## src/logic/fesc_regs.svh

```systemverilog
// Purpose: constants for the host-side erase/status controller of a parallel nor flash
// Assumes: clk at 20 MHz (50 ns period)
// Notes: command codes, unlock addresses, boot block ranges and timing counts
// Notes on behaviour
// sector erase covers 4 KByte, block erase covers 64 KByte.
// sector erase needs six writes, last is 50h to the sector address.
// block erase needs six writes, last is 30h to the block address.
// sixth write address latched at falling strobe, data at rising; erase follows.
// during sector or block erase only the suspend command is honoured.
// boot-protect low makes sector or block erase of the boot block ignored.
// host holds boot-protect steady through every command sequence.
// single b0h write suspends erase; read mode within about 20 us.
// suspended region reads show erase toggle alternating, other two bits high.
// outside suspended region reads give array data; programming allowed there.
// single 30h write at any address resumes a suspended erase.
// chip erase sets all ones; sixth write is 10h at aaah.
// chip erase starts at first rising edge of sixth strobe; only polling reads.
// chip erase ignored with boot-protect low; all commands ignored during it.
// programming shows complemented bit 7, true value at end; rest 1 us later.
// during erase bit 7 reads zero, after completion it reads one.
// bit 7 polling valid after fourth program strobe or sixth erase strobe.
// bit 6 inverts per read while busy, stops when done.
// program in erase suspend toggles bit 6 and inverts bit 7.
// bit 2 toggles during erase, steady during program.
// no write accepted while output gate low, select high or strobe high.
// boot block protected when boot-protect low; floating input reads high.
// address latched on later falling edge, data on earlier rising edge.
// erase sequences open with five fixed unlock writes.
// a write breaking the sequence returns the device to read mode.
// reset pin held low ends any operation and returns read mode.
// erase completion returns to read mode and clears suspend record.
`ifndef FESC_REGS_SVH
`define FESC_REGS_SVH
`define FESC_ADDR_W 21
`define FESC_UNLOCK_A1 21'h000aaa
`define FESC_UNLOCK_A2 21'h000555
`define FESC_UNLOCK_D1 8'haa
`define FESC_UNLOCK_D2 8'h55
`define FESC_CMD_SETUP 8'h80
`define FESC_CMD_SECTOR 8'h50
`define FESC_CMD_BLOCK 8'h30
`define FESC_CMD_CHIP 8'h10
`define FESC_CMD_SUSPEND 8'hb0
`define FESC_CMD_RESUME 8'h30
`define FESC_SECTOR_MASK 21'h1ff000
`define FESC_BLOCK_MASK 21'h1f0000
`define FESC_BOOT_BOTTOM 21'h000000
`define FESC_BOOT_TOP 21'h1f0000
`define FESC_BIT_POLARITY 7
`define FESC_BIT_ACTIVITY 6
`define FESC_BIT_ERASE 2
`define FESC_CLK_HZ 20000000
`define FESC_SUSPEND_US 20
`define FESC_SUSPEND_CYC ((`FESC_SUSPEND_US * (`FESC_CLK_HZ / 1000000)))
`define FESC_SETTLE_US 1
`define FESC_SETTLE_CYC ((`FESC_SETTLE_US * (`FESC_CLK_HZ / 1000000)))
`define FESC_PHASE_CYC 2
`endif

```

## src/logic/fesc_pkg.sv

```systemverilog
// Purpose: types for the host-side erase/status controller
// Assumes: fesc_regs.svh holds the numbers
// Notes: none
package fesc_pkg;
  typedef enum logic [2:0] {
    FESC_OP_SECTOR,
    FESC_OP_BLOCK,
    FESC_OP_CHIP,
    FESC_OP_SUSPEND,
    FESC_OP_RESUME,
    FESC_OP_READ
  } fesc_op_t;

  typedef struct packed {
    fesc_op_t op;
    logic [20:0] addr;
  } fesc_req_t;

  typedef struct packed {
    logic [7:0] data;
    logic busy;
    logic toggling;
    logic erase_toggling;
  } fesc_rsp_t;

  typedef enum logic [1:0] {
    FESC_PH_SETUP,
    FESC_PH_STROBE,
    FESC_PH_HOLD
  } fesc_phase_t;
endpackage : fesc_pkg

```

## src/logic/fesc_host.sv

```systemverilog
// Purpose: drives erase, suspend, resume and status polling on a parallel nor flash
// Assumes: pins sampled synchronously to clk; flash outputs settle within a phase
// Notes: each bus cycle is three phases of FESC_PHASE_CYC clocks
`timescale 1ns/1ps
`include "fesc_regs.svh"
module fesc_host
  import fesc_pkg::*;
#(
  parameter int PHASE_CYC = `FESC_PHASE_CYC,
  parameter logic BOOT_TOP = 1'b0
) (
  // clock and reset
  input wire logic clk,
  input wire logic sys_rst,
  // user request and response
  input wire logic req_valid,
  input fesc_req_t req,
  input wire logic boot_protect_req,
  output logic req_ready,
  output logic rsp_valid,
  output fesc_rsp_t rsp,
  output logic refused,
  // flash pins
  output logic [20:0] flash_addr,
  input wire logic [7:0] flash_dq_in,
  output logic [7:0] flash_dq_out,
  output logic flash_dq_oe,
  output logic flash_select_n,
  output logic flash_gate_n,
  output logic flash_strobe_n,
  output logic flash_reset_n,
  output logic flash_boot_protect_n
);
  typedef enum logic [2:0] {IDLE, WRITE, READ, SETTLE, DONE} fesc_st_t;
  localparam int SUSP_CYC = `FESC_SUSPEND_CYC;
  // sixth write of a sequence carries the command
  localparam logic [2:0] LAST_IDX = 3'h5;

  fesc_st_t st;
  fesc_phase_t ph;
  logic [15:0] cnt;
  logic [2:0] widx;
  fesc_op_t op;
  logic [20:0] tgt;
  logic [7:0] prev;
  logic have_prev;
  logic erasing;
  logic suspended;
  logic chip_busy;
  logic [20:0] susp_base;
  logic [20:0] susp_mask;

  wire is_erase = (req.op == FESC_OP_SECTOR) || (req.op == FESC_OP_BLOCK)
    || (req.op == FESC_OP_CHIP);
  wire [20:0] boot_base = BOOT_TOP ? `FESC_BOOT_TOP : `FESC_BOOT_BOTTOM;
  wire in_boot = ((req.addr & `FESC_BLOCK_MASK) == boot_base);
  wire prot_hit = !boot_protect_req && is_erase
    && (in_boot || req.op == FESC_OP_CHIP);
  wire busy_block = (chip_busy && req.op != FESC_OP_READ)
    || (erasing && req.op != FESC_OP_SUSPEND && req.op != FESC_OP_READ)
    || (req.op == FESC_OP_SUSPEND && !erasing)
    || (req.op == FESC_OP_RESUME && !suspended);
  wire refuse_now = prot_hit || busy_block || (is_erase && suspended);
  wire take = req_valid && req_ready;
  wire phase_end = (cnt == 16'(PHASE_CYC - 1));

  // unlock writes then command: index 0..5 for erase, 5 only for single writes
  logic [20:0] seq_addr;
  logic [7:0] seq_data;
  always_comb begin
    seq_addr = `FESC_UNLOCK_A1;
    seq_data = `FESC_UNLOCK_D1;
    case (widx)
      3'h0: begin seq_addr = `FESC_UNLOCK_A1; seq_data = `FESC_UNLOCK_D1; end
      3'h1: begin seq_addr = `FESC_UNLOCK_A2; seq_data = `FESC_UNLOCK_D2; end
      3'h2: begin seq_addr = `FESC_UNLOCK_A1; seq_data = `FESC_CMD_SETUP; end
      3'h3: begin seq_addr = `FESC_UNLOCK_A1; seq_data = `FESC_UNLOCK_D1; end
      3'h4: begin seq_addr = `FESC_UNLOCK_A2; seq_data = `FESC_UNLOCK_D2; end
      default: begin
        case (op)
          FESC_OP_SECTOR: begin
            seq_addr = tgt & `FESC_SECTOR_MASK;
            seq_data = `FESC_CMD_SECTOR;
          end
          FESC_OP_BLOCK: begin
            seq_addr = tgt & `FESC_BLOCK_MASK;
            seq_data = `FESC_CMD_BLOCK;
          end
          FESC_OP_CHIP: begin
            seq_addr = `FESC_UNLOCK_A1;
            seq_data = `FESC_CMD_CHIP;
          end
          FESC_OP_SUSPEND: begin
            seq_addr = tgt;
            seq_data = `FESC_CMD_SUSPEND;
          end
          default: begin
            seq_addr = tgt;
            seq_data = `FESC_CMD_RESUME;
          end
        endcase
      end
    endcase
  end

  assign req_ready = (st == IDLE);
  assign flash_reset_n = !sys_rst;

  // read result decoding, polling bit evaluation
  wire [7:0] rd = flash_dq_in;
  wire act_flip = have_prev && (rd[`FESC_BIT_ACTIVITY] != prev[`FESC_BIT_ACTIVITY]);
  wire era_flip = have_prev && (rd[`FESC_BIT_ERASE] != prev[`FESC_BIT_ERASE]);
  wire in_susp = suspended && ((tgt & susp_mask) == susp_base);
  // erase done when polarity bit reads one and activity stops toggling
  wire erase_done = (erasing || chip_busy) && rd[`FESC_BIT_POLARITY] && have_prev
    && !act_flip && !in_susp;

  always_ff @(posedge clk or posedge sys_rst) begin
    if (sys_rst) begin
      st <= IDLE;
      ph <= FESC_PH_SETUP;
      cnt <= 16'h0000;
      widx <= 3'h0;
      op <= FESC_OP_READ;
      tgt <= 21'h000000;
      prev <= 8'h00;
      have_prev <= 1'b0;
      erasing <= 1'b0;
      suspended <= 1'b0;
      chip_busy <= 1'b0;
      susp_base <= 21'h000000;
      susp_mask <= 21'h000000;
      flash_addr <= 21'h000000;
      flash_dq_out <= 8'h00;
      flash_dq_oe <= 1'b1;
      flash_select_n <= 1'b1;
      flash_gate_n <= 1'b1;
      flash_strobe_n <= 1'b1;
      flash_boot_protect_n <= 1'b1;
      rsp_valid <= 1'b0;
      rsp <= '0;
      refused <= 1'b0;
    end else begin
      rsp_valid <= 1'b0;
      refused <= 1'b0;
      case (st)
        IDLE: begin
          flash_boot_protect_n <= boot_protect_req; // only updated between sequences
          if (take) begin
            op <= req.op;
            tgt <= req.addr;
            cnt <= 16'h0000;
            ph <= FESC_PH_SETUP;
            if (req.op == FESC_OP_READ) begin
              st <= READ;
            end else if (refuse_now) begin
              refused <= 1'b1;
              rsp_valid <= 1'b1;
            end else begin
              widx <= is_erase ? 3'h0 : LAST_IDX;
              st <= WRITE;
            end
          end
        end
        WRITE: begin
          cnt <= phase_end ? 16'h0000 : cnt + 16'h0001;
          case (ph)
            FESC_PH_SETUP: begin
              // gate high before strobe so the write is accepted
              flash_gate_n <= 1'b1;
              flash_addr <= seq_addr;
              flash_dq_out <= seq_data;
              flash_dq_oe <= 1'b0;
              flash_select_n <= 1'b0;
              if (phase_end) begin
                ph <= FESC_PH_STROBE;
              end
            end
            FESC_PH_STROBE: begin
              flash_strobe_n <= 1'b0; // address latched here
              if (phase_end) begin
                ph <= FESC_PH_HOLD;
              end
            end
            default: begin
              flash_strobe_n <= 1'b1; // data latched, operation starts
              if (phase_end) begin
                flash_select_n <= 1'b1;
                flash_dq_oe <= 1'b1;
                ph <= FESC_PH_SETUP;
                if (widx == LAST_IDX) begin
                  st <= (op == FESC_OP_SUSPEND) ? SETTLE : DONE;
                  have_prev <= 1'b0;
                  case (op)
                    FESC_OP_SECTOR, FESC_OP_BLOCK: erasing <= 1'b1;
                    FESC_OP_CHIP: chip_busy <= 1'b1;
                    FESC_OP_SUSPEND: begin
                      erasing <= 1'b0;
                      suspended <= 1'b1;
                      susp_base <= susp_base;
                    end
                    default: begin
                      erasing <= 1'b1;
                      suspended <= 1'b0;
                    end
                  endcase
                  if (op == FESC_OP_SECTOR || op == FESC_OP_BLOCK) begin
                    susp_mask <= (op == FESC_OP_SECTOR) ? `FESC_SECTOR_MASK : `FESC_BLOCK_MASK;
                    susp_base <= tgt & ((op == FESC_OP_SECTOR) ? `FESC_SECTOR_MASK
                      : `FESC_BLOCK_MASK);
                  end
                end else begin
                  widx <= widx + 3'h1;
                end
              end
            end
          endcase
        end
        READ: begin
          cnt <= phase_end ? 16'h0000 : cnt + 16'h0001;
          flash_addr <= tgt;
          flash_dq_oe <= 1'b1;
          flash_select_n <= 1'b0;
          flash_gate_n <= 1'b0;
          if (phase_end) begin
            case (ph)
              FESC_PH_SETUP: ph <= FESC_PH_STROBE;
              FESC_PH_STROBE: ph <= FESC_PH_HOLD;
              default: begin
                // sample at end of third phase, then release the bus
                ph <= FESC_PH_SETUP;
                flash_select_n <= 1'b1;
                flash_gate_n <= 1'b1;
                prev <= rd;
                have_prev <= 1'b1;
                rsp.data <= rd;
                rsp.toggling <= act_flip;
                rsp.erase_toggling <= era_flip;
                rsp.busy <= (erasing || chip_busy) && !erase_done;
                if (erase_done) begin
                  erasing <= 1'b0;
                  chip_busy <= 1'b0;
                  suspended <= 1'b0;
                end
                rsp_valid <= 1'b1;
                st <= IDLE;
              end
            endcase
          end
        end
        SETTLE: begin
          cnt <= cnt + 16'h0001;
          if (cnt == 16'(SUSP_CYC - 1)) begin // wait for read mode
            cnt <= 16'h0000;
            st <= DONE;
          end
        end
        default: begin
          rsp_valid <= 1'b1;
          rsp.busy <= erasing || chip_busy;
          st <= IDLE;
        end
      endcase
    end
  end
endmodule : fesc_host

```

## config.mk

```make
export PLATFORM = sky130hd
export DESIGN_NAME = fesc_host
export DESIGN_NICKNAME = d
export VERILOG_FILES = /design/src/logic/fesc_pkg.sv /design/src/logic/fesc_host.sv
export VERILOG_INCLUDE_DIRS = /design/src /design/src/logic
export SDC_FILE = /design/constraint.sdc
export NUM_CORES = 1
export LEC_CHECK = 0
export ABC_AREA = 1
export BUFFER_PORTS_ARGS = -buffer_cell sky130_fd_sc_hd__buf_2
export CAP_MARGIN = 5
export CORE_MARGIN = 5
export CORE_UTILIZATION = 35
export DETAILED_ROUTE_END_ITERATION = 10
export PLACE_DENSITY = 0.53
export SLEW_MARGIN = 20
export SYNTH_ARGS = -nofsm -noshare
export SYNTH_HDL_FRONTEND = slang
export SYNTH_SLANG_ARGS = --single-unit
```

## constraint.sdc

```tcl
create_clock -name clk -period 9.36 [get_ports clk]
set_input_delay 0.936 -clock clk [delete_from_list [all_inputs] [get_ports clk]]
set_output_delay 0.936 -clock clk [all_outputs]
set_load 0.01 [all_outputs]
```

# Word level (Yosys, flattened, before mapping)
# Cells that the tools add are included.
[classes] n_addsub=2 n_eq_ne=42 muxes=79 bitwise_logic=5 reduce_logical=68
[op_table] cell="$pmux 21 s2" n=2
[op_table] cell="$mux 16" n=4
[op_table] cell="$pmux 21 s3" n=1
[op_table] cell="$mux 3" n=19
[op_table] cell="$pmux 16 s3" n=1
[op_table] cell="$pmux 8 s3" n=2
[op_table] cell="$and 21x21->21" n=2
[op_table] cell="$reduce_and 8->1" n=4
[op_table] cell="$mux 1" n=26
[op_table] cell="$ne 2x2->1 const B" n=13
[op_table] cell="$eq 3x2->1 const B" n=8
[op_table] cell="$pmux 1 s2" n=12
[op_table] cell="$eq 21x21->1" n=1
[op_table] cell="$logic_not 21->1" n=1
[op_table] cell="$mux 21" n=1
[op_table] cell="$logic_and 1x1->1" n=17
[op_table] cell="$add 16x1->16 const B" n=1
[op_table] cell="$eq 16x1->1 const B" n=1
[op_table] cell="$eq 16x9->1 const B" n=1
[op_table] cell="$eq 3x1->1 const B" n=4
[op_table] cell="$eq 3x3->1 const B" n=4
[op_table] cell="$logic_not 3->1" n=4
[op_table] cell="$pmux 3 s4" n=1
[op_table] cell="$logic_or 1x1->1" n=10
[op_table] cell="other kinds (24)" n=56
[word_totals] ff_bits=141 in_bits=36 output_inout_bits=49 elab_cells=221

# Depth between registers and ports, before layout
[depth] word_depth=12 ltp_mapped=11 depth_no_buf=11

# Least setup slack after synthesis
# No wires, ideal clock.
[synth_path] path_kind="input -> output" start="input sys_rst" end="output flash_reset_n" arrival_time_ns=3.208 t_required_ns=8.424 path_slack_ns=5.216 cell_stages=1 path_buffers=0 path_cell_list="inv_1"
[synth_via] elab_chain_len=1
[synth_rtl] element="start: declaration" line_no="fesc_host.sv:14" text="input wire logic sys_rst,"
[synth_rtl] element="$logic_not 1->1 (no line)"
[synth_rtl] element="end: declaration" line_no="fesc_host.sv:31" text="output logic flash_reset_n,"
# Every way passes these cells.

# Final worst setup path
# Ends and elaborated chain as after synthesis.

==> flow_summary_export.csv <==
group,metric,value,unit
status,outcome,"finished clean",
timing,worst_pin_slew,737,ps
yosys,ys_types,47,
cts,clkTransAtPathRegs,60,ps
cts,clockBufferDepth,2,
global_route,grt_pass1_vias,4491,
placement,portBuffers,84,
global_route,antenna_found_initial,0,
floorplanning,die_h,136,um
yosys,synth-seq-area-share,0.489,
cts,cts_resized,0,
routing,vias_per_cell,4.86,
cts,clock_sinks,108,
worst_setup_path,crit_top_cell,"buf_2",
yosys,synth_warnings,0,
routing,vias,4658,
timing,worst_slack,6560,ps
global_route,gr-total-overflow,0,
global_route,grt_max_degree,59,
floorplanning,die_area,18500,um^2
placement,dpl.hpwl,10200,um
worst_setup_path,crit_required,8420,ps
placement,post-place-ws,6500,ps
timing,hold_violations,0,
cts,clock_latency,360,ps
cts,cts_made_buffers,9,
placement,place_congestion,0.908,
global_route,grt_use_total,0.156,
timing,fin_skew,13.5,ps
power,leakagePower,3.36,nW
timing,final.setup.tns,0,ps
routing,ant_nets,0,
layout,design_area,6480,um^2
timing,max_freq,358,MHz
placement,place_area,6160,um^2
worst_setup_path,slowest_stage,"inv_4",
yosys,netlist_instances,655,
yosys,synthArstFlopShare,1.00,
yosys,synthFlopType,"dfrtp_1",
yosys,avgSynthCellArea,8.47,um^2
routing,drc_errors,0,
worst_setup_path,path_class,"primary input to output port",
power,ir_drop,96.9,uV
yosys,synth_nets,698,
power,powerDensity,141,nW/um^2
floorplanning,core_area,15700,um^2
cts,cts_max_level,3,
layout,final_core_util,0.413,
cts,cts_tree,"done",
yosys,synth_area,5550,um^2
layout,layout.nets,781,
job,maxCapViolations,0,
timing,post-route-period-util,0.299,
floorplanning,start_util,0.353,
routing,drtPass1Iterations,4,
worst_setup_path,cp_num_buf_inv,3,
layout,antenna_cells,0,
cts,cts_hold_buf,0,
worst_setup_path,path_cells,"buf_2, inv_4, buf_2",
hold_path,hold_class,"flop to flop",
timing,rsz0062_at_grt,"false",
floorplanning,fp-row-count,46,
layout,syn2layout_area_growth,16.9,%
routing,drt-total-wl,14000,um
routing,wl_per_cell,14.6,um
global_route,grt_pass1_wl,22800,um
yosys,synth_edf_count,0,
floorplanning,io_pins,85,
cts,cts_setup_buffers,0,
timing,period_minus_slack,2800,ps
routing,drt_iter0_markers,221,
layout,drive_above_1_share,0.236,
worst_setup_path,cp_max_fo,58,
worst_setup_path,start_kind,"primary input",
yosys,ys_seq_elements,108,
worst_setup_path,cp_data_arrival_time,1860,ps
cts,clock-root-buffer,"clkbuf_16",
timing,slew_viol_final,0,
power,power,916,uW
worst_setup_path,worst_setup_path_end_kind,"output port",
timing,slew_headroom,0.509,
worst_setup_path,max_stage_delay,530,ps
layout,fillCellCount,1592,
worst_setup_path,critical-path-top-delay-family,"buffers and inverters",
timing,setup_violations,0,
floorplanning,die_w,136,um
## tightest hold or removal path, cell delays in order, from the launching register on
cell and delay, ps:
dfstp_2 370, nand2_1 50, nand2_1 50
## cells in the final DEF (no fill, tap or decap), drive strengths merged, types with 7 or more instances in the layout
| master | netlist | layout |
|---|---|---|
| a21oi | 37 | 37 |
| buf | 11 | 85 |
| clkbuf | 2 | 9 |
| dfrtp | 101 | 101 |
| dfstp | 7 | 7 |
| ha | 7 | 7 |
| inv | 63 | 66 |
| mux2 | 26 | 26 |
| nand2 | 167 | 167 |
| nand3 | 51 | 51 |
| nand4 | 8 | 8 |
| nor2 | 91 | 91 |
| nor3 | 13 | 13 |
| o21ai | 41 | 41 |
| xor2 | 9 | 9 |
## final timing paths
check | start | slack, ps | end | cells after the start
worst max-delay path | sys_rst | 6560 | flash_reset_n | 3
worst min-delay path | flash_boot_protect_n | 470 | flash_boot_protect_n | 2
worst max register to register | st[2] | 7250 | flash_addr[12] | 10
worst min register to register | flash_boot_protect_n | 470 | flash_boot_protect_n | 2
max in group asynchronous | sys_rst | 7490 | suspended | 3
min in group asynchronous | sys_rst | 720 | prev[7] | 2
## registers in the layout, summed over array words and instances (netlist names), 2 cells and up
name          count
flash_addr       21
tgt              21
cnt              16
susp_base         9
prev              8
flash_dq_out      6
op                3
rsp               3
st                3
widx              3
ph                2
susp_mask         2
## cell type report
cell class / instances / area, um^2 / area share
timing repair buffer: 85 / 428 / 0.0660
sequential: 108 / 2710 / 0.418
clock inverter: 6 / 93.8 / 0.0145
multi-input combinational: 470 / 2500 / 0.385
clock buffer: 9 / 225 / 0.0347
tap: 216 / 270 / 0.0417
inverter: 64 / 255 / 0.0394
## through the flow
step                      instances  hold slack [ps]
final                           958              469
after CTS                       958              476
after global placement          943              458
after floorplan                 655              441
after global routing            958              492
after detailed placement        943              461
## where the power goes
part	total, mW	internal [mW]	switching (mW)
Sequential	0.469	0.468	0.000947
Clock	0.419	0.236	0.183
Combinational	0.0275	0.00953	0.0180
## routing by layer
metal  track usage  share of wire  vias to the layer above
met5             0              0                        -
met4        0.0437          0.013                        0
met3        0.0311          0.063                       16
met2         0.236           0.45                      138
met1         0.227           0.48                     2194
li1              -              -                     2310
## logic make-up after synthesis
kind of cell,synth area share
mux,0.0528
compound gates,0.0916
fa+ha+maj,0.0158
xor+xnor,0.0158
flops,0.489
simple gates,0.274
buf+inv,0.0609
## synthesized netlist by cell type (2+ instances only)
library cell | instances | area (um^2)
a21oi_1 | 35 | 175
a21oi_2 | 2 | 17.5
buf_2 | 5 | 25.0
buf_4 | 4 | 30.0
buf_6 | 2 | 22.5
clkbuf_1 | 2 | 7.51
dfrtp_1 | 101 | 2530
dfstp_2 | 7 | 184
ha_1 | 7 | 87.6
inv_1 | 52 | 195
inv_2 | 8 | 30.0
inv_6 | 2 | 17.5
mux2_2 | 26 | 293
nand2_1 | 158 | 593
nand2_2 | 7 | 43.8
nand2_4 | 2 | 22.5
nand3_1 | 48 | 240
nand3_2 | 3 | 30.0
nand4_1 | 8 | 50.1
nor2_1 | 86 | 323
nor2_2 | 2 | 12.5
nor2_8 | 3 | 60.1
nor3_1 | 9 | 45.0
nor3_2 | 4 | 40.0
o211ai_1 | 2 | 15.0
o21a_1 | 2 | 15.0
o21ai_0 | 33 | 165
o21ai_1 | 4 | 20.0
o21ai_2 | 3 | 26.3
o21bai_1 | 2 | 15.0
o22ai_1 | 2 | 12.5
xor2_1 | 9 | 78.8
(Power assumes the default switching activity.)
